`src/verilog/cabinet_map.svh`:
```
`ifndef CABINET_MAP_SVH
`define CABINET_MAP_SVH
// ---------------------------------------------------------------
// timing base
// ---------------------------------------------------------------
`define CLK_NS          8
`define TICK_MS         100
`define TICK_CYCLES     (`TICK_MS * 1000000 / `CLK_NS)
`define TICKS_PER_S     10
`define S_PER_MIN       60
`define CNT_W           16
`define SYNC_W          3
`define SYNC_IDLE       3'h2    // {overheat, 24 v ok, mains}: only 24 v ok idles high
// ---------------------------------------------------------------
// register byte offsets
// ---------------------------------------------------------------
`define OFF_CTRL        8'h00
`define OFF_CFG         8'h04
`define OFF_START_T     8'h08
`define OFF_STOP_T      8'h0c
`define OFF_ON_DLY      8'h10
`define OFF_OFF_DLY     8'h14
`define OFF_DIS_STOP    8'h18
`define OFF_MAINS_TO    8'h1c
`define OFF_P24_DLY     8'h20
`define OFF_STATUS      8'h24
`define OFF_IRQ_STAT    8'h28
`define OFF_IRQ_CLR     8'h2c
`define OFF_IRQ_EN      8'h30
// ---------------------------------------------------------------
// field positions
// ---------------------------------------------------------------
`define CTRL_START      0
`define CTRL_STOP       1
`define CTRL_ACK        2
`define CFG_RESP_WARN   0
`define CFG_OH_LO       2
`define CFG_OH_HI       3
`define CFG_P24_WARN    4
`define EV_CLOSE_MISS   0
`define EV_OPEN_MISS    1
`define EV_P24_WARN     2
`define EV_P24_ERR      3
`define EV_OH_WARN      4
`define EV_OH_ERR       5
`define EV_W            6
// ---------------------------------------------------------------
// reset values, in their own units
// ---------------------------------------------------------------
`define PULSE_DEF_MS    500
`define DIS_STOP_DEF_MS 60000
`define MAINS_TO_DEF_S  5
`define P24_DLY_DEF_S   3
`define OH_WARN_MIN     10
`define OH_WARN_TICKS   (`OH_WARN_MIN * `S_PER_MIN * `TICKS_PER_S)
`endif

```
`src/verilog/cabinet_pkg.sv`:
```
`include "cabinet_map.svh"
package cabinet_pkg;
    typedef enum logic [2:0] {
        BRK_OPEN, BRK_START, BRK_CLOSE_WAIT, BRK_CLOSED, BRK_STOP, BRK_OPEN_WAIT
    } brk_state_t;

    typedef enum logic [1:0] {
        OH_IGNORE, OH_WARN, OH_STOP, OH_WARN_STOP
    } oh_mode_t;

    typedef struct packed {
        logic [31:0] cnt;
        logic        tick;
    } presc_t;

    typedef struct packed {
        logic [`SYNC_W-1:0] meta;
        logic [`SYNC_W-1:0] sync;
    } sync_t;

    typedef struct packed {
        brk_state_t          state;
        logic                start_pulse;
        logic                stop_pulse;
        logic                start_req;
        logic                stop_req;
        logic [`CNT_W-1:0]   pulse_cnt;
        logic [`CNT_W-1:0]   since_start;
        logic [`CNT_W-1:0]   since_stop;
        logic [`CNT_W-1:0]   mon_cnt;
        logic [`CNT_W-1:0]   p24_cnt;
        logic [`CNT_W-1:0]   oh_cnt;
        logic                close_missing;
        logic                open_missing;
        logic                halt_inhibited;
        logic                app_stop;
        logic                run_en;
        logic                warn;
        logic                p24_lost;
        logic                p24_done;
        logic                oh_seen;
        logic                oh_done;
        logic                resp_warn;
        oh_mode_t            oh_mode;
        logic                p24_warn_only;
        logic [`CNT_W-1:0]   start_t;
        logic [`CNT_W-1:0]   stop_t;
        logic [`CNT_W-1:0]   on_dly;
        logic [`CNT_W-1:0]   off_dly;
        logic [`CNT_W-1:0]   dis_stop;
        logic [`CNT_W-1:0]   mains_to;
        logic [`CNT_W-1:0]   p24_dly;
        logic [`EV_W-1:0]    irq_stat;
        logic [`EV_W-1:0]    irq_en;
        logic                irq;
        logic                pready;
        logic                pslverr;
        logic [31:0]         prdata;
    } sup_state_t;
endpackage

```
`src/verilog/tick_prescaler.sv`:
```
`timescale 1ns/10ps
`default_nettype none
`include "cabinet_map.svh"
module tick_prescaler
    import cabinet_pkg::*;
#(
    parameter int unsigned TICK_CYCLES = `TICK_CYCLES
) (
    input  wire logic core_clk_in,
    input  wire logic resetn_in,
    output var  logic tick_out
);
    presc_t st_ff;
    presc_t nxt_st;

    // free-running divider, one pulse per tick period
    always_comb begin
        nxt_st.cnt  = st_ff.cnt + 32'h0000_0001;
        nxt_st.tick = 1'b0;
        if (st_ff.cnt >= TICK_CYCLES - 1) begin
            nxt_st.cnt  = 32'h0000_0000;
            nxt_st.tick = 1'b1;
        end
    end

    always_ff @(posedge core_clk_in or negedge resetn_in) begin
        if (!resetn_in) begin
            st_ff <= '0;
        end else begin
            st_ff <= nxt_st;
        end
    end

    assign tick_out = st_ff.tick;
endmodule
`default_nettype wire

```
`src/verilog/pin_sync.sv`:
```
`timescale 1ns/10ps
`default_nettype none
`include "cabinet_map.svh"
module pin_sync
    import cabinet_pkg::*;
(
    input  wire logic              core_clk_in,
    input  wire logic              resetn_in,
    input  wire logic [`SYNC_W-1:0] pins_in,
    output var  logic [`SYNC_W-1:0] pins_out
);
    sync_t st_ff;
    sync_t nxt_st;

    // the first stage feeds only the second stage
    always_comb begin
        nxt_st.meta = pins_in;
        nxt_st.sync = st_ff.meta;
    end

    always_ff @(posedge core_clk_in or negedge resetn_in) begin
        if (!resetn_in) begin
            st_ff <= '{meta: `SYNC_IDLE, sync: `SYNC_IDLE};  // idle levels: no false loss at reset
        end else begin
            st_ff <= nxt_st;
        end
    end

    assign pins_out = st_ff.sync;
endmodule
`default_nettype wire

```
`src/verilog/breaker_cabinet_supervisor.sv`:
```
// Operation
// - stop pulse waits switch-on delay after start
// - start pulse waits switch-off delay after stop
// - pulse times and delays programmable, default 0.5s
// - disable-stop delay programmable, default 60.0s
// - report stop-disabled until that delay expires
// - mains monitoring timeout in seconds, default 5s
// - no voltage after start: fault, not-closed
// - voltage remains after stop: fault, not-open
// - breaker fault response error or warning
// - 24V loss warns now, errors after delay
// - overheat response ignore, warn, error, both
// - warn-then-error: warning ten minutes, then error
//
// Chosen here: the register offsets and the APB slave port.
`timescale 1ns/10ps
`default_nettype none
`include "cabinet_map.svh"
module breaker_cabinet_supervisor
    import cabinet_pkg::*;
#(
    parameter int unsigned TICK_CYCLES = `TICK_CYCLES
) (
    input  wire logic        core_clk_in,
    input  wire logic        resetn_in,
    // apb slave
    input  wire logic        psel_in,
    input  wire logic        penable_in,
    input  wire logic        pwrite_in,
    input  wire logic [7:0]  paddr_in,
    input  wire logic [31:0] pwdata_in,
    output var  logic [31:0] prdata_out,
    output var  logic        pready_out,
    output var  logic        pslverr_out,
    // cabinet pins
    input  wire logic        mains_present_in,
    input  wire logic        cab_24v_ok_in,
    input  wire logic        cab_overheat_in,
    output var  logic        start_pulse_out,
    output var  logic        stop_pulse_out,
    output var  logic        run_enable_out,
    output var  logic        warn_out,
    output var  logic        breaker_close_missing_out,
    output var  logic        breaker_open_missing_out,
    output var  logic        breaker_halt_inhibited_out,
    output var  logic        irq_out
);
    // ---------------------------------------------------------------
    // reset image
    // ---------------------------------------------------------------
    localparam logic [`CNT_W-1:0] PULSE_DEF = `CNT_W'(`PULSE_DEF_MS / `TICK_MS);
    localparam logic [`CNT_W-1:0] DIS_DEF   = `CNT_W'(`DIS_STOP_DEF_MS / `TICK_MS);
    localparam logic [`CNT_W-1:0] OH_TICKS  = `CNT_W'(`OH_WARN_TICKS);

    localparam sup_state_t SUP_RESET = '{
        state:    BRK_OPEN,
        oh_mode:  OH_STOP,
        start_t:  PULSE_DEF,
        stop_t:   PULSE_DEF,
        on_dly:   PULSE_DEF,
        off_dly:  PULSE_DEF,
        dis_stop: DIS_DEF,
        mains_to: `CNT_W'(`MAINS_TO_DEF_S),
        p24_dly:  `CNT_W'(`P24_DLY_DEF_S),
        since_start: '1,
        since_stop:  '1,
        run_en:   1'b1,
        default:  '0
    };

    // ---------------------------------------------------------------
    // helpers
    // ---------------------------------------------------------------
    function automatic logic [`CNT_W-1:0] sat_inc(input logic [`CNT_W-1:0] v);
        sat_inc = (v == '1) ? v : v + `CNT_W'(1);
    endfunction

    function automatic logic [`CNT_W-1:0] sec_ticks(input logic [`CNT_W-1:0] s);
        sec_ticks = `CNT_W'(s * `TICKS_PER_S);
    endfunction

    function automatic logic addr_known(input logic [7:0] a);
        addr_known = (a <= `OFF_IRQ_EN) && (a[1:0] == 2'b00);
    endfunction

    // ---------------------------------------------------------------
    // tick and pin synchronisers
    // ---------------------------------------------------------------
    logic             tick;
    logic [`SYNC_W-1:0] pins_sync;
    logic             mains;
    logic             p24_ok;
    logic             hot;

    tick_prescaler #(
        .TICK_CYCLES (TICK_CYCLES)
    ) u_tick (
        .core_clk_in (core_clk_in),
        .resetn_in   (resetn_in),
        .tick_out    (tick)
    );

    pin_sync u_sync (
        .core_clk_in (core_clk_in),
        .resetn_in   (resetn_in),
        .pins_in     ({cab_overheat_in, cab_24v_ok_in, mains_present_in}),
        .pins_out    (pins_sync)
    );

    assign mains  = pins_sync[0];
    assign p24_ok = pins_sync[1];
    assign hot    = pins_sync[2];

    // ---------------------------------------------------------------
    // state
    // ---------------------------------------------------------------
    sup_state_t st_ff;
    sup_state_t nxt_st;

    always_comb begin
        logic              setup;
        logic              wr;
        logic [`EV_W-1:0]  ev;
        logic              brk_fault;
        logic [31:0]       rd;
        setup     = psel_in && !penable_in;
        wr        = psel_in && penable_in && pwrite_in && st_ff.pready;
        ev        = '0;
        brk_fault = 1'b0;
        rd        = 32'h0000_0000;
        nxt_st    = st_ff;

        // apb answers one cycle after setup, so pready is a flop
        nxt_st.pready  = setup;
        nxt_st.pslverr = setup && !addr_known(paddr_in);
        if (setup && !pwrite_in) begin
            if (paddr_in == `OFF_CFG) begin
                rd[`CFG_RESP_WARN]         = st_ff.resp_warn;
                rd[`CFG_OH_HI:`CFG_OH_LO]  = st_ff.oh_mode;
                rd[`CFG_P24_WARN]          = st_ff.p24_warn_only;
            end else if (paddr_in == `OFF_START_T) begin
                rd[`CNT_W-1:0] = st_ff.start_t;
            end else if (paddr_in == `OFF_STOP_T) begin
                rd[`CNT_W-1:0] = st_ff.stop_t;
            end else if (paddr_in == `OFF_ON_DLY) begin
                rd[`CNT_W-1:0] = st_ff.on_dly;
            end else if (paddr_in == `OFF_OFF_DLY) begin
                rd[`CNT_W-1:0] = st_ff.off_dly;
            end else if (paddr_in == `OFF_DIS_STOP) begin
                rd[`CNT_W-1:0] = st_ff.dis_stop;
            end else if (paddr_in == `OFF_MAINS_TO) begin
                rd[`CNT_W-1:0] = st_ff.mains_to;
            end else if (paddr_in == `OFF_P24_DLY) begin
                rd[`CNT_W-1:0] = st_ff.p24_dly;
            end else if (paddr_in == `OFF_STATUS) begin
                rd[3:0] = 4'(st_ff.state);
                rd[4]   = st_ff.close_missing;
                rd[5]   = st_ff.open_missing;
                rd[6]   = st_ff.halt_inhibited;
                rd[7]   = st_ff.app_stop;
                rd[8]   = st_ff.p24_lost;
                rd[9]   = st_ff.oh_seen;
                rd[10]  = st_ff.start_req;
                rd[11]  = st_ff.stop_req;
            end else if (paddr_in == `OFF_IRQ_STAT) begin
                rd[`EV_W-1:0] = st_ff.irq_stat;
            end else if (paddr_in == `OFF_IRQ_EN) begin
                rd[`EV_W-1:0] = st_ff.irq_en;
            end
            nxt_st.prdata = rd;
        end

        // register writes take effect on the completing access edge
        if (wr) begin
            if (paddr_in == `OFF_CTRL) begin
                if (pwdata_in[`CTRL_START]) nxt_st.start_req = 1'b1;
                if (pwdata_in[`CTRL_STOP])  nxt_st.stop_req  = 1'b1;
                if (pwdata_in[`CTRL_ACK])   nxt_st.app_stop  = 1'b0;
            end else if (paddr_in == `OFF_CFG) begin
                nxt_st.resp_warn     = pwdata_in[`CFG_RESP_WARN];
                nxt_st.oh_mode       = oh_mode_t'(pwdata_in[`CFG_OH_HI:`CFG_OH_LO]);
                nxt_st.p24_warn_only = pwdata_in[`CFG_P24_WARN];
            end else if (paddr_in == `OFF_START_T) begin
                nxt_st.start_t = pwdata_in[`CNT_W-1:0];
            end else if (paddr_in == `OFF_STOP_T) begin
                nxt_st.stop_t = pwdata_in[`CNT_W-1:0];
            end else if (paddr_in == `OFF_ON_DLY) begin
                nxt_st.on_dly = pwdata_in[`CNT_W-1:0];
            end else if (paddr_in == `OFF_OFF_DLY) begin
                nxt_st.off_dly = pwdata_in[`CNT_W-1:0];
            end else if (paddr_in == `OFF_DIS_STOP) begin
                nxt_st.dis_stop = pwdata_in[`CNT_W-1:0];
            end else if (paddr_in == `OFF_MAINS_TO) begin
                nxt_st.mains_to = pwdata_in[`CNT_W-1:0];
            end else if (paddr_in == `OFF_P24_DLY) begin
                nxt_st.p24_dly = pwdata_in[`CNT_W-1:0];
            end else if (paddr_in == `OFF_IRQ_CLR) begin
                nxt_st.irq_stat = st_ff.irq_stat & ~pwdata_in[`EV_W-1:0];
            end else if (paddr_in == `OFF_IRQ_EN) begin
                nxt_st.irq_en = pwdata_in[`EV_W-1:0];
            end
        end

        // spacing counters run in ticks and saturate
        if (tick) begin
            nxt_st.since_start = sat_inc(st_ff.since_start);
            nxt_st.since_stop  = sat_inc(st_ff.since_stop);
        end

        // ---------------------------------------------------------------
        // breaker sequencer
        // ---------------------------------------------------------------
        case (st_ff.state)
            BRK_OPEN: begin
                nxt_st.stop_req = 1'b0;            // already open
                if (st_ff.start_req && st_ff.since_stop >= st_ff.off_dly) begin
                    nxt_st.state         = BRK_START;
                    nxt_st.start_pulse   = 1'b1;
                    nxt_st.start_req     = 1'b0;
                    nxt_st.pulse_cnt     = '0;
                    nxt_st.mon_cnt       = '0;
                    nxt_st.since_start   = '0;
                    nxt_st.close_missing = 1'b0;
                    nxt_st.open_missing  = 1'b0;
                end
            end
            BRK_START: begin
                if (tick) begin
                    nxt_st.pulse_cnt = sat_inc(st_ff.pulse_cnt);
                    nxt_st.mon_cnt   = sat_inc(st_ff.mon_cnt);
                    if (sat_inc(st_ff.pulse_cnt) >= st_ff.start_t) begin
                        nxt_st.start_pulse = 1'b0;
                        nxt_st.state       = BRK_CLOSE_WAIT;
                    end
                end
            end
            BRK_CLOSE_WAIT: begin
                if (tick) nxt_st.mon_cnt = sat_inc(st_ff.mon_cnt);
                if (mains) begin
                    nxt_st.state = BRK_CLOSED;
                end else if (st_ff.mon_cnt >= sec_ticks(st_ff.mains_to)) begin
                    nxt_st.close_missing = 1'b1;
                    nxt_st.state         = BRK_OPEN;
                    ev[`EV_CLOSE_MISS]   = 1'b1;
                    brk_fault            = 1'b1;
                end
            end
            BRK_CLOSED: begin
                nxt_st.start_req = 1'b0;           // already closed
                // a stop request is held until both delays have run out
                if (st_ff.stop_req && st_ff.since_start >= st_ff.on_dly
                    && st_ff.since_start >= st_ff.dis_stop) begin
                    nxt_st.state         = BRK_STOP;
                    nxt_st.stop_pulse    = 1'b1;
                    nxt_st.stop_req      = 1'b0;
                    nxt_st.pulse_cnt     = '0;
                    nxt_st.mon_cnt       = '0;
                    nxt_st.since_stop    = '0;
                    nxt_st.close_missing = 1'b0;
                    nxt_st.open_missing  = 1'b0;
                end
            end
            BRK_STOP: begin
                if (tick) begin
                    nxt_st.pulse_cnt = sat_inc(st_ff.pulse_cnt);
                    nxt_st.mon_cnt   = sat_inc(st_ff.mon_cnt);
                    if (sat_inc(st_ff.pulse_cnt) >= st_ff.stop_t) begin
                        nxt_st.stop_pulse = 1'b0;
                        nxt_st.state      = BRK_OPEN_WAIT;
                    end
                end
            end
            BRK_OPEN_WAIT: begin
                if (tick) nxt_st.mon_cnt = sat_inc(st_ff.mon_cnt);
                if (!mains) begin
                    nxt_st.state = BRK_OPEN;
                end else if (st_ff.mon_cnt >= sec_ticks(st_ff.mains_to)) begin
                    nxt_st.open_missing = 1'b1;
                    nxt_st.state        = BRK_CLOSED;
                    ev[`EV_OPEN_MISS]   = 1'b1;
                    brk_fault           = 1'b1;
                end
            end
            default: begin
                nxt_st.state = BRK_OPEN;
            end
        endcase

        // stop-disabled shows while closed and the hold-off still runs
        nxt_st.halt_inhibited = (nxt_st.state == BRK_CLOSED)
                              && (nxt_st.since_start < st_ff.dis_stop);

        // ---------------------------------------------------------------
        // cabinet 24v supervision
        // ---------------------------------------------------------------
        nxt_st.p24_lost = !p24_ok;
        if (!p24_ok) begin
            if (!st_ff.p24_lost) ev[`EV_P24_WARN] = 1'b1;
            if (tick) nxt_st.p24_cnt = sat_inc(st_ff.p24_cnt);
            if (!st_ff.p24_warn_only && !st_ff.p24_done
                && st_ff.p24_cnt >= sec_ticks(st_ff.p24_dly)) begin
                ev[`EV_P24_ERR] = 1'b1;
                nxt_st.p24_done = 1'b1;
            end
        end else begin
            nxt_st.p24_cnt  = '0;
            nxt_st.p24_done = 1'b0;
        end

        // ---------------------------------------------------------------
        // cabinet overheat supervision
        // ---------------------------------------------------------------
        nxt_st.oh_seen = hot && (st_ff.oh_mode != OH_IGNORE);
        if (nxt_st.oh_seen) begin
            if (!st_ff.oh_seen && st_ff.oh_mode != OH_STOP) ev[`EV_OH_WARN] = 1'b1;
            if (tick) nxt_st.oh_cnt = sat_inc(st_ff.oh_cnt);
            if (!st_ff.oh_done && (st_ff.oh_mode == OH_STOP
                || (st_ff.oh_mode == OH_WARN_STOP && st_ff.oh_cnt >= OH_TICKS))) begin
                ev[`EV_OH_ERR] = 1'b1;
                nxt_st.oh_done = 1'b1;
            end
        end else begin
            nxt_st.oh_cnt  = '0;
            nxt_st.oh_done = 1'b0;
        end

        // ---------------------------------------------------------------
        // fault responses and interrupt
        // ---------------------------------------------------------------
        // error events win over a same-cycle acknowledge
        if ((brk_fault && !st_ff.resp_warn) || ev[`EV_P24_ERR] || ev[`EV_OH_ERR]) begin
            nxt_st.app_stop = 1'b1;
        end
        nxt_st.run_en   = !nxt_st.app_stop;
        nxt_st.warn     = nxt_st.p24_lost
                        || (nxt_st.oh_seen && st_ff.oh_mode != OH_STOP)
                        || nxt_st.close_missing || nxt_st.open_missing;
        nxt_st.irq_stat = nxt_st.irq_stat | ev;    // set beats clear
        nxt_st.irq      = |(nxt_st.irq_stat & nxt_st.irq_en);
    end

    always_ff @(posedge core_clk_in or negedge resetn_in) begin
        if (!resetn_in) begin
            st_ff <= SUP_RESET;
        end else begin
            st_ff <= nxt_st;
        end
    end

    // ---------------------------------------------------------------
    // outputs, all from flops
    // ---------------------------------------------------------------
    assign prdata_out                 = st_ff.prdata;
    assign pready_out                 = st_ff.pready;
    assign pslverr_out                = st_ff.pslverr;
    assign start_pulse_out            = st_ff.start_pulse;
    assign stop_pulse_out             = st_ff.stop_pulse;
    assign run_enable_out             = st_ff.run_en;
    assign warn_out                   = st_ff.warn;
    assign breaker_close_missing_out  = st_ff.close_missing;
    assign breaker_open_missing_out   = st_ff.open_missing;
    assign breaker_halt_inhibited_out = st_ff.halt_inhibited;
    assign irq_out                    = st_ff.irq;
endmodule
`default_nettype wire

```
`config.mk`:
```
export PLATFORM = sky130hd
export DESIGN_NAME = breaker_cabinet_supervisor
export DESIGN_NICKNAME = d
export VERILOG_FILES = /design/src/verilog/cabinet_pkg.sv /design/src/verilog/tick_prescaler.sv /design/src/verilog/pin_sync.sv /design/src/verilog/breaker_cabinet_supervisor.sv
export VERILOG_INCLUDE_DIRS = /design/src /design/src/verilog
export SDC_FILE = /design/constraint.sdc
export NUM_CORES = 1
export LEC_CHECK = 0
export ABC_CLOCK_PERIOD_IN_PS = 5750
export BUFFER_PORTS_ARGS = -buffer_cell sky130_fd_sc_hd__buf_2
export CAP_MARGIN = 0
export CORE_AREA = 10 10 183 185
export DETAILED_ROUTE_END_ITERATION = 8
export DIE_AREA = 0 0 193 195
export HOLD_SLACK_MARGIN = 0.05
export PLACE_DENSITY = 0.79
export SYNTH_ARGS = -nofsm -noshare
export SYNTH_HDL_FRONTEND = slang
export SYNTH_HIERARCHICAL = 1
export SYNTH_SLANG_ARGS = --single-unit
```
`constraint.sdc`:
```
create_clock -name core_clk_in -period 5.75 [get_ports core_clk_in]
set_input_delay 0.8625 -clock core_clk_in [delete_from_list [all_inputs] [get_ports core_clk_in]]
set_output_delay 0.8625 -clock core_clk_in [all_outputs]
set_load 0.01 [all_outputs]
```
==> results of run 1 <==
[cells by family (layout without fill, tap and decap cells)]
| logic type | after synthesis | in the layout | synth area share [%] |
|---|---|---|---|
| DFF | 299 | 299 | 40.70 |
| other | 2 | 25 | 0.04050 |
| and+or+nand+nor | 598 | 598 | 16.04 |
| buffers and inverters | 213 | 249 | 5.047 |
| muxes | 119 | 119 | 7.193 |
| adders and majority gates | 181 | 181 | 12.29 |
| AOI/OAI and AO/OA | 395 | 395 | 14.20 |
| xor gates and xnor gates | 95 | 95 | 4.487 |
[power by group through the flow]
stage,Sequential (mW),Combinational (mW),Clock (mW)
after floorplan,2.35,0.588,0
after global placement,2.40,0.837,0
after detailed placement,2.40,0.881,0
after CTS,2.37,0.892,2.26
after global routing,2.38,0.992,2.35
final,2.37,0.898,2.24
[flip-flops by register name, summed over array words and instances (netlist names), 3 cells and up]
name	cells
st_ff	234
u_tick/st_ff	32
prdata_out	16
u_sync/nxt_st	3
u_sync/pins_out	3
[worst max path at each step]
| stage | startpoint | endpoint | cells past startpoint |
|---|---|---|---|
| floorplan | st_ff[64] | breaker_halt_inhibited_out | 18 |
| finish | st_ff[64] | breaker_halt_inhibited_out | 18 |
| CTS | st_ff[64] | breaker_halt_inhibited_out | 18 |
| global route | st_ff[64] | breaker_halt_inhibited_out | 18 |
| detailed placement | st_ff[64] | breaker_halt_inhibited_out | 18 |
| global placement | st_ff[64] | breaker_halt_inhibited_out | 18 |
[through the flow]
stage	util, %	std cells
after global routing	67.26	2356
after floorplan	-	1924
after CTS	67.26	2356
after detailed placement	63.36	2293
after global placement	63.36	2293
final	67.27	2357
[worst max-delay path, delay by kind of cell (launching register included)]
kind	cells	cell delay, ps
and+or+nand+nor	3	870
DFF	1	420
AOI/OAI and AO/OA	10	2210
xor gates and xnor gates	1	90
adders and majority gates	4	1230
[area by class of cell]
| class | instances | area (um^2) | area share (%) |
|---|---|---|---|
| Inverter | 120 | 450.4 | 2.230 |
| Antenna cell | 1 | 2.502 | 0.01239 |
| Sequential cell | 299 | 7547 | 37.36 |
| Clock inverter | 8 | 96.34 | 0.4770 |
| Tap cell | 396 | 495.5 | 2.453 |
| Timing Repair Buffer | 66 | 375.4 | 1.858 |
| Multi-Input combinational cell | 1412 | 10160 | 50.29 |
| Clock buffer | 55 | 1074 | 5.315 |
[cells in the final DEF (no fill, tap or decap), types with 19 or more instances in the layout]
cell type / instances
dfrtp_1: 247
ha_1: 179
nand2_1: 158
nor2_1: 127
inv_1: 119
mux2_2: 106
a21oi_1: 90
o21ai_0: 80
nand3_1: 67
nor3_1: 58
buf_2: 56
xor2_1: 53
dfstp_2: 52
xnor2_1: 42
nand4_1: 40
clkbuf_16: 37
a21o_1: 33
and3_1: 29
o221ai_1: 27
a211oi_1: 24
conb_1: 24
nand2b_1: 21
o31ai_1: 19
[synthesized netlist by cell type, drive strengths merged, types with 5 or more instances]
| master | count |
|---|---|
| or3 | 20 |
| or2 | 6 |
| o2111ai | 5 |
| a41oi | 6 |
| dfstp | 52 |
| a221oi | 12 |
| nor4 | 12 |
| a21o | 33 |
| nor2 | 127 |
| o21a | 13 |
| nor3b | 6 |
| nor4b | 5 |
| nand2b | 22 |
| and4 | 6 |
| nor3 | 61 |
| a211o | 13 |
| a211oi | 24 |
| o21ai | 82 |
| a22oi | 13 |
| nand4 | 40 |
| inv | 119 |
| o22ai | 12 |
| nand3 | 69 |
| nand2 | 158 |
| or4 | 10 |
| a31oi | 10 |
| a21oi | 90 |
| mux2 | 108 |
| buf | 40 |
| and2 | 8 |
| o31ai | 19 |
| o211ai | 10 |
| nor2b | 12 |
| xnor2 | 42 |
| o221ai | 27 |
| mux2i | 11 |
| and3 | 29 |
| dfrtp | 247 |
| ha | 179 |
| xor2 | 53 |
| clkbuf | 53 |
[metal layers]
| metal | wire (um) | vias to the layer above |
|---|---|---|
| met5 | 0 | - |
| met4 | 2267 | 0 |
| met3 | 3518 | 130 |
| met2 | 23630 | 570 |
| met1 | 20170 | 7271 |
| li1 | - | 6922 |
==> summary.md, run 1 <==
| Metric | Value |
|---|---|
| CTS tree | done |
| Sequential area share after synthesis | 40.70% |
| Final setup viols | 0 |
| Outcome | complete, no violations |
| PwrDens | 272.6 nW/um^2 |
| Fillers | 2299 |
| DRT Wirelength | 49580 um |
| FF-to-FF Start | st_ff[64] |
| Die span in y | 195 um |
| Worst-Margin Slew | 1264 ps |
| Post-synthesis cell count | 1902 |
| Area Growth Syn to Fin | 8.934% |
| Post-route cell area | 20200 um^2 |
| DRC Markers | 0 |
| Largest net degree at the start of global routing | 135 |
| Site Rows | 64 |
| Hold Path Sink | u_sync/pins_out[0] |
| DR iter-0 viols | 1485 |
| Net Sw Frac | 28.74% |
| Final Hold Vio Count | 0 |
| Internal power | 3.924 mW |
| Leakage | 9.487 nW |
| Setup Fix Bufs, Post-CTS | 0 |
| Clock network power share | 40.6% |
| CP Launch Type | flip-flop |
| Reg2reg path depth | 18 |
| Critical Path RT | 6170 ps |
| Combinational fraction of design power | 16.3% |
| DRT Pass-1 Iters | 8 |
| Final hold slack | 345.1 ps |
| Met2 Resource Use GR | 42.49% |
| Max Cap Violations | 0 |
| Setup TNS | 0 ps |
| Fin crit period | 4929 ps |
| H-tree depth | 2 |
| Area leader, netlist | dfrtp_1 |
| Max incr delay on CP | 440 ps |
| Worst rel slew slack | 15.05% |
| Post-layout net count | 2163 |
| Post-cts resize count | 0 |
| Final ANT Viol Nets | 0 |
| CP arrival | 5350 ps |
| Clk root buf | clkbuf_16 |
| Seq pwr share | 43.1% |
| CP max FO | 5 |
| Die Area | 37640 um^2 |
| Vias per std cell | 6.319 |
| Hold Path Stages | 0 |
| Met1 GRT Util | 33.84% |
| Ys flop type | dfrtp_1 |
| Core ar. | 30030 um^2 |
| Worst path slowest cell | o21ai_0 |
| Pre-CTS WS | 915.6 ps |
| Slew Limit Fails | 0 |
| Worst Setup End Kind | flip-flop |
| Post-Syn Area per Cell | 9.749 um^2 |
| Routing usage on met3 | 4.134% |
| GRT overflow | 0 |
| Vias | 14890 |
| Max Root-Sink Buffers | 3 |
| Port Buffers | 57 |
| Initial core utilization | 61.75% |
| RSZ-0062 raised after global routing | false |
| Netlist cell types | 72 |
| IO Pins | 90 |
| Final worst slack | 821.3 ps |
| Number of synthesized flops with an enable pin | 0 |
| Routability Congestion | 0.9634 |
| Clock slew at reported path FFs | 60 ps |
| Worst Skew | 15.36 ps |
| Period utilization | 85.72% |
| Clock Sinks | 299 |
| Hold Crit Class | reg2reg |
| RR Endpoint | breaker_halt_inhibited_out |
| Post-synth top area share | 33.33% |
| Async SR Flop Fraction | 100.0% |
| DR WL/cell | 21.03 um |
| VDD IR-drop max | 230.4 uV |
| Post-DP HPWL | 36760 um |
| Clk_lat worst skew | 520 ps |
| First-pass GRT wire length | 78970 um |
| CP Cell Sequence | ha_1 > ha_1 > fa_1 > a21o_1 > a21oi_1 > o21bai_1 > a21oi_1 > o21ai_0 > a21o_1 > a21oi_1 > xor2_1 > ha_1 > nand4_1 > or3_1 > a211oi_1 > o21ai_0 > and3_1 > a211oi_1 |
| Crit path kind | reg2reg |
| Number of global-route vias before repair | 14680 |
| Die X | 193 um |
| Sw Pwr | 1.583 mW |
| Post-CTS Hold Buffers | 0 |
| Num CTS Buffers | 35 |
| Fmax | 202.9 MHz |
| Power Total | 5.507 mW |
| Total track usage | 26.13% |
| Dpl cell area | 19030 um^2 |
| Share of layout cells above drive strength 1 | 15.46% |
| Busiest grt layer | met2 |
| Antenna violations before repair | 1 |
| Reg2reg setup slack | 820 ps |
| Seq cells post-synth | 299 |
| YS warnings | 6 |
| Ranking of synthesized cells by area | dfrtp_1, ha_1, dfstp_2 |
| HP Start | u_sync/nxt_st[0] |
| Synthesized area | 18540 um^2 |
No activity file was read; power rests on OpenSTA's default activity.
==> run 2, diff against run 1 <==
ABC_CLOCK_PERIOD_IN_PS = 5100   (was 5750)
TNS_END_PERCENT = 20   (was unset)
clock period = 5.1 ns   (was 5.75 ns; I/O delays follow)
==> run 2 against run 1 <==
  * Routed wire length grew 1.2%
  * Sequential power up 13%
  * Critical path type unchanged
  * First-iteration DRC count shrank 15%
  * Total power rose by 13%
  * Non-clock buffer count up 4
  * Largest power group unchanged
  * Fmax grew 5.3%
  * Largest cell class unchanged
  * Clock-buffer cell count down 3
==> summary.md, run 2 (synthesized netlist as in run 1, its figures left out) <==
| Metric | Value |
|---|---|
| Outcome | complete, no violations |
| Crit path kind | reg2reg |
| CTS tree | done |
| FF-to-FF Start | st_ff[64] |
| Fmax | 213.6 MHz |
| Worst-Margin Slew | 1264 ps |
| Critical Path RT | 5490 ps |
| CP arrival | 5080 ps |
| GRT overflow | 0 |
| RSZ-0062 raised after global routing | false |
| Hold Crit Class | in2async |
| Clock network power share | 40.5% |
| Clock slew at reported path FFs | 60 ps |
| CP Cell Sequence | ha_1 > ha_1 > fa_1 > a21o_1 > a21oi_1 > o21bai_1 > a21oi_1 > o21ai_0 > a21o_1 > a21oi_1 > xor2_1 > ha_1 > a21o_1 > a21oi_1 > o21ai_0 > o21ai_1 > nor2_1 > a2111o_1 |
| Worst rel slew slack | 15.10% |
| Max Root-Sink Buffers | 3 |
| H-tree depth | 2 |
| PwrDens | 308.3 nW/um^2 |
| Antenna violations before repair | 3 |
| Die span in y | 195 um |
| Sw Pwr | 1.827 mW |
| Area Growth Syn to Fin | 9.075% |
| Setup Fix Bufs, Post-CTS | 0 |
| Final Hold Vio Count | 0 |
| Max reg flops | 234 |
| Worst path slowest cell | o21ai_1 |
| First-pass GRT wire length | 79520 um |
| Vias per std cell | 6.348 |
| Fillers | 2304 |
| End of the critical path | irq_out |
| Worst Setup End Kind | flip-flop |
| Die Area | 37640 um^2 |
| Setup TNS | 0 ps |
| Final setup viols | 0 |
| Combinational fraction of design power | 16.5% |
| DR iter-0 viols | 1265 |
| RR Endpoint | irq_out |
| DR WL/cell | 21.26 um |
| Routability Congestion | 0.9919 |
| Site Rows | 64 |
| Reg2reg setup slack | 420 ps |
| Reg2reg path depth | 18 |
| Post-layout net count | 2166 |
| Setup crit start | st_ff[64] |
| Internal power | 4.408 mW |
| Leakage | 9.496 nW |
| VDD IR-drop max | 273.5 uV |
| Clk root buf | clkbuf_16 |
| Max incr delay on CP | 460 ps |
| DRT Wirelength | 50150 um |
| Initial core utilization | 61.75% |
| Worst Skew | 23.23 ps |
| Period utilization | 91.82% |
| Post-DP HPWL | 37090 um |
| DRC Markers | 0 |
| Most frequent cells in the layout | dfrtp_1, ha_1, nand2_1 |
| Net Sw Frac | 29.30% |
| Clk_lat worst skew | 520 ps |
| Commonest non-fill, non-tap cell in the layout | dfrtp_1 |
| Power Total | 6.235 mW |
| Fin crit period | 4683 ps |
| Share of layout cells above drive strength 1 | 15.75% |
| Num CTS Buffers | 34 |
| Core ar. | 30030 um^2 |
| DRT Pass-1 Iters | 6 |
| Total track usage | 26.32% |
| Max Cap Violations | 0 |
| Final ANT Viol Nets | 0 |
| Seq pwr share | 42.9% |
| Clock Sinks | 299 |
| Most common cell on crit path | a21oi_1 |
| Vias | 14970 |
| Slew Limit Fails | 0 |
| Biggest register | st_ff |
| Largest net degree at the start of global routing | 122 |
| Port Buffers | 57 |
| CP Launch Type | flip-flop |
| Die X | 193 um |
| CP max FO | 5 |
| IO Pins | 90 |
| Number of global-route vias before repair | 14870 |
## run 2: cell types whose count changed in the layout (fill, tap and decap cells not counted), sizes merged
cell / previous run / this run
buf: 66 / 70
clkinvlp: 0 / 2
clkbuf: 55 / 52
inv: 120 / 119
## run 2: area by class of cell
cell class | count | area (um^2) | share of cell area [%]
multi-input combinational | 1412 | 10170 | 50.28
sequential | 299 | 7547 | 37.32
clock buffer | 52 | 1052 | 5.203
tap | 396 | 495.5 | 2.450
inverter | 120 | 450.4 | 2.227
timing repair buffer | 70 | 405.4 | 2.004
clock inverter | 9 | 103.9 | 0.5135
antenna | 1 | 2.502 | 0.01237
## run 2: worst max-delay path, delay by kind of cell (launching register included)
kind | cells | cell delay, ps
AOI/OAI and AO/OA | 12 | 2610
and+or+nand+nor | 1 | 100
adders and majority gates | 4 | 1250
xor gates and xnor gates | 1 | 200
DFF | 1 | 430
## run 2: what timing repair did
item	in CTS	in global routing
hold endpoints to repair	0	0
resized for setup	0	3
hold buffers	0	0
setup endpoints to repair	0	3
## run 2: power by group through the flow
stage                     sequential (mW)  clock (mW)  combinational [mW]
after floorplan                      2.65           0               0.662
after global placement               2.70           0               0.954
after detailed placement             2.71           0                1.00
after CTS                            2.67        2.55                1.02
after global routing                 2.69        2.64                1.15
final                                2.68        2.53                1.03
## run 2: how the worst min path moves through the flow
stage	cells after the start	endpoint	slack (ps)	startpoint
2_1_floorplan	0	u_sync/pins_out[0]	330	u_sync/nxt_st[0]
3_3_place_gp	0	u_sync/pins_out[0]	330	u_sync/nxt_st[0]
3_5_place_dp	0	u_sync/pins_out[1]	350	u_sync/nxt_st[1]
4_1_cts	1	st_ff[211]	300	resetn_in
5_1_grt	1	st_ff[210]	310	resetn_in
6_report	1	st_ff[210]	240	resetn_in
## run 2: stage by stage
step	worst slack [ps]	cell area (um^2)	hold slack [ps]	util, %	std cells
6_report	417.3	20230	242.6	67.35	2359
5_1_grt	96.64	20220	314.9	67.35	2358
4_1_cts	218.5	20210	297.3	67.31	2358
3_5_place_dp	246.9	19060	347.0	63.46	2297
3_3_place_gp	436.7	19060	334.4	63.46	2297
2_1_floorplan	975.5	18630	331.2	-	1924
## run 2: metal layers
metal	wire, um	track usage (%)	vias up
met5	0	0	-
met4	2429	11.97	0
met3	3596	4.045	157
met2	23760	42.97	575
met1	20370	33.70	7304
li1	-	-	6938
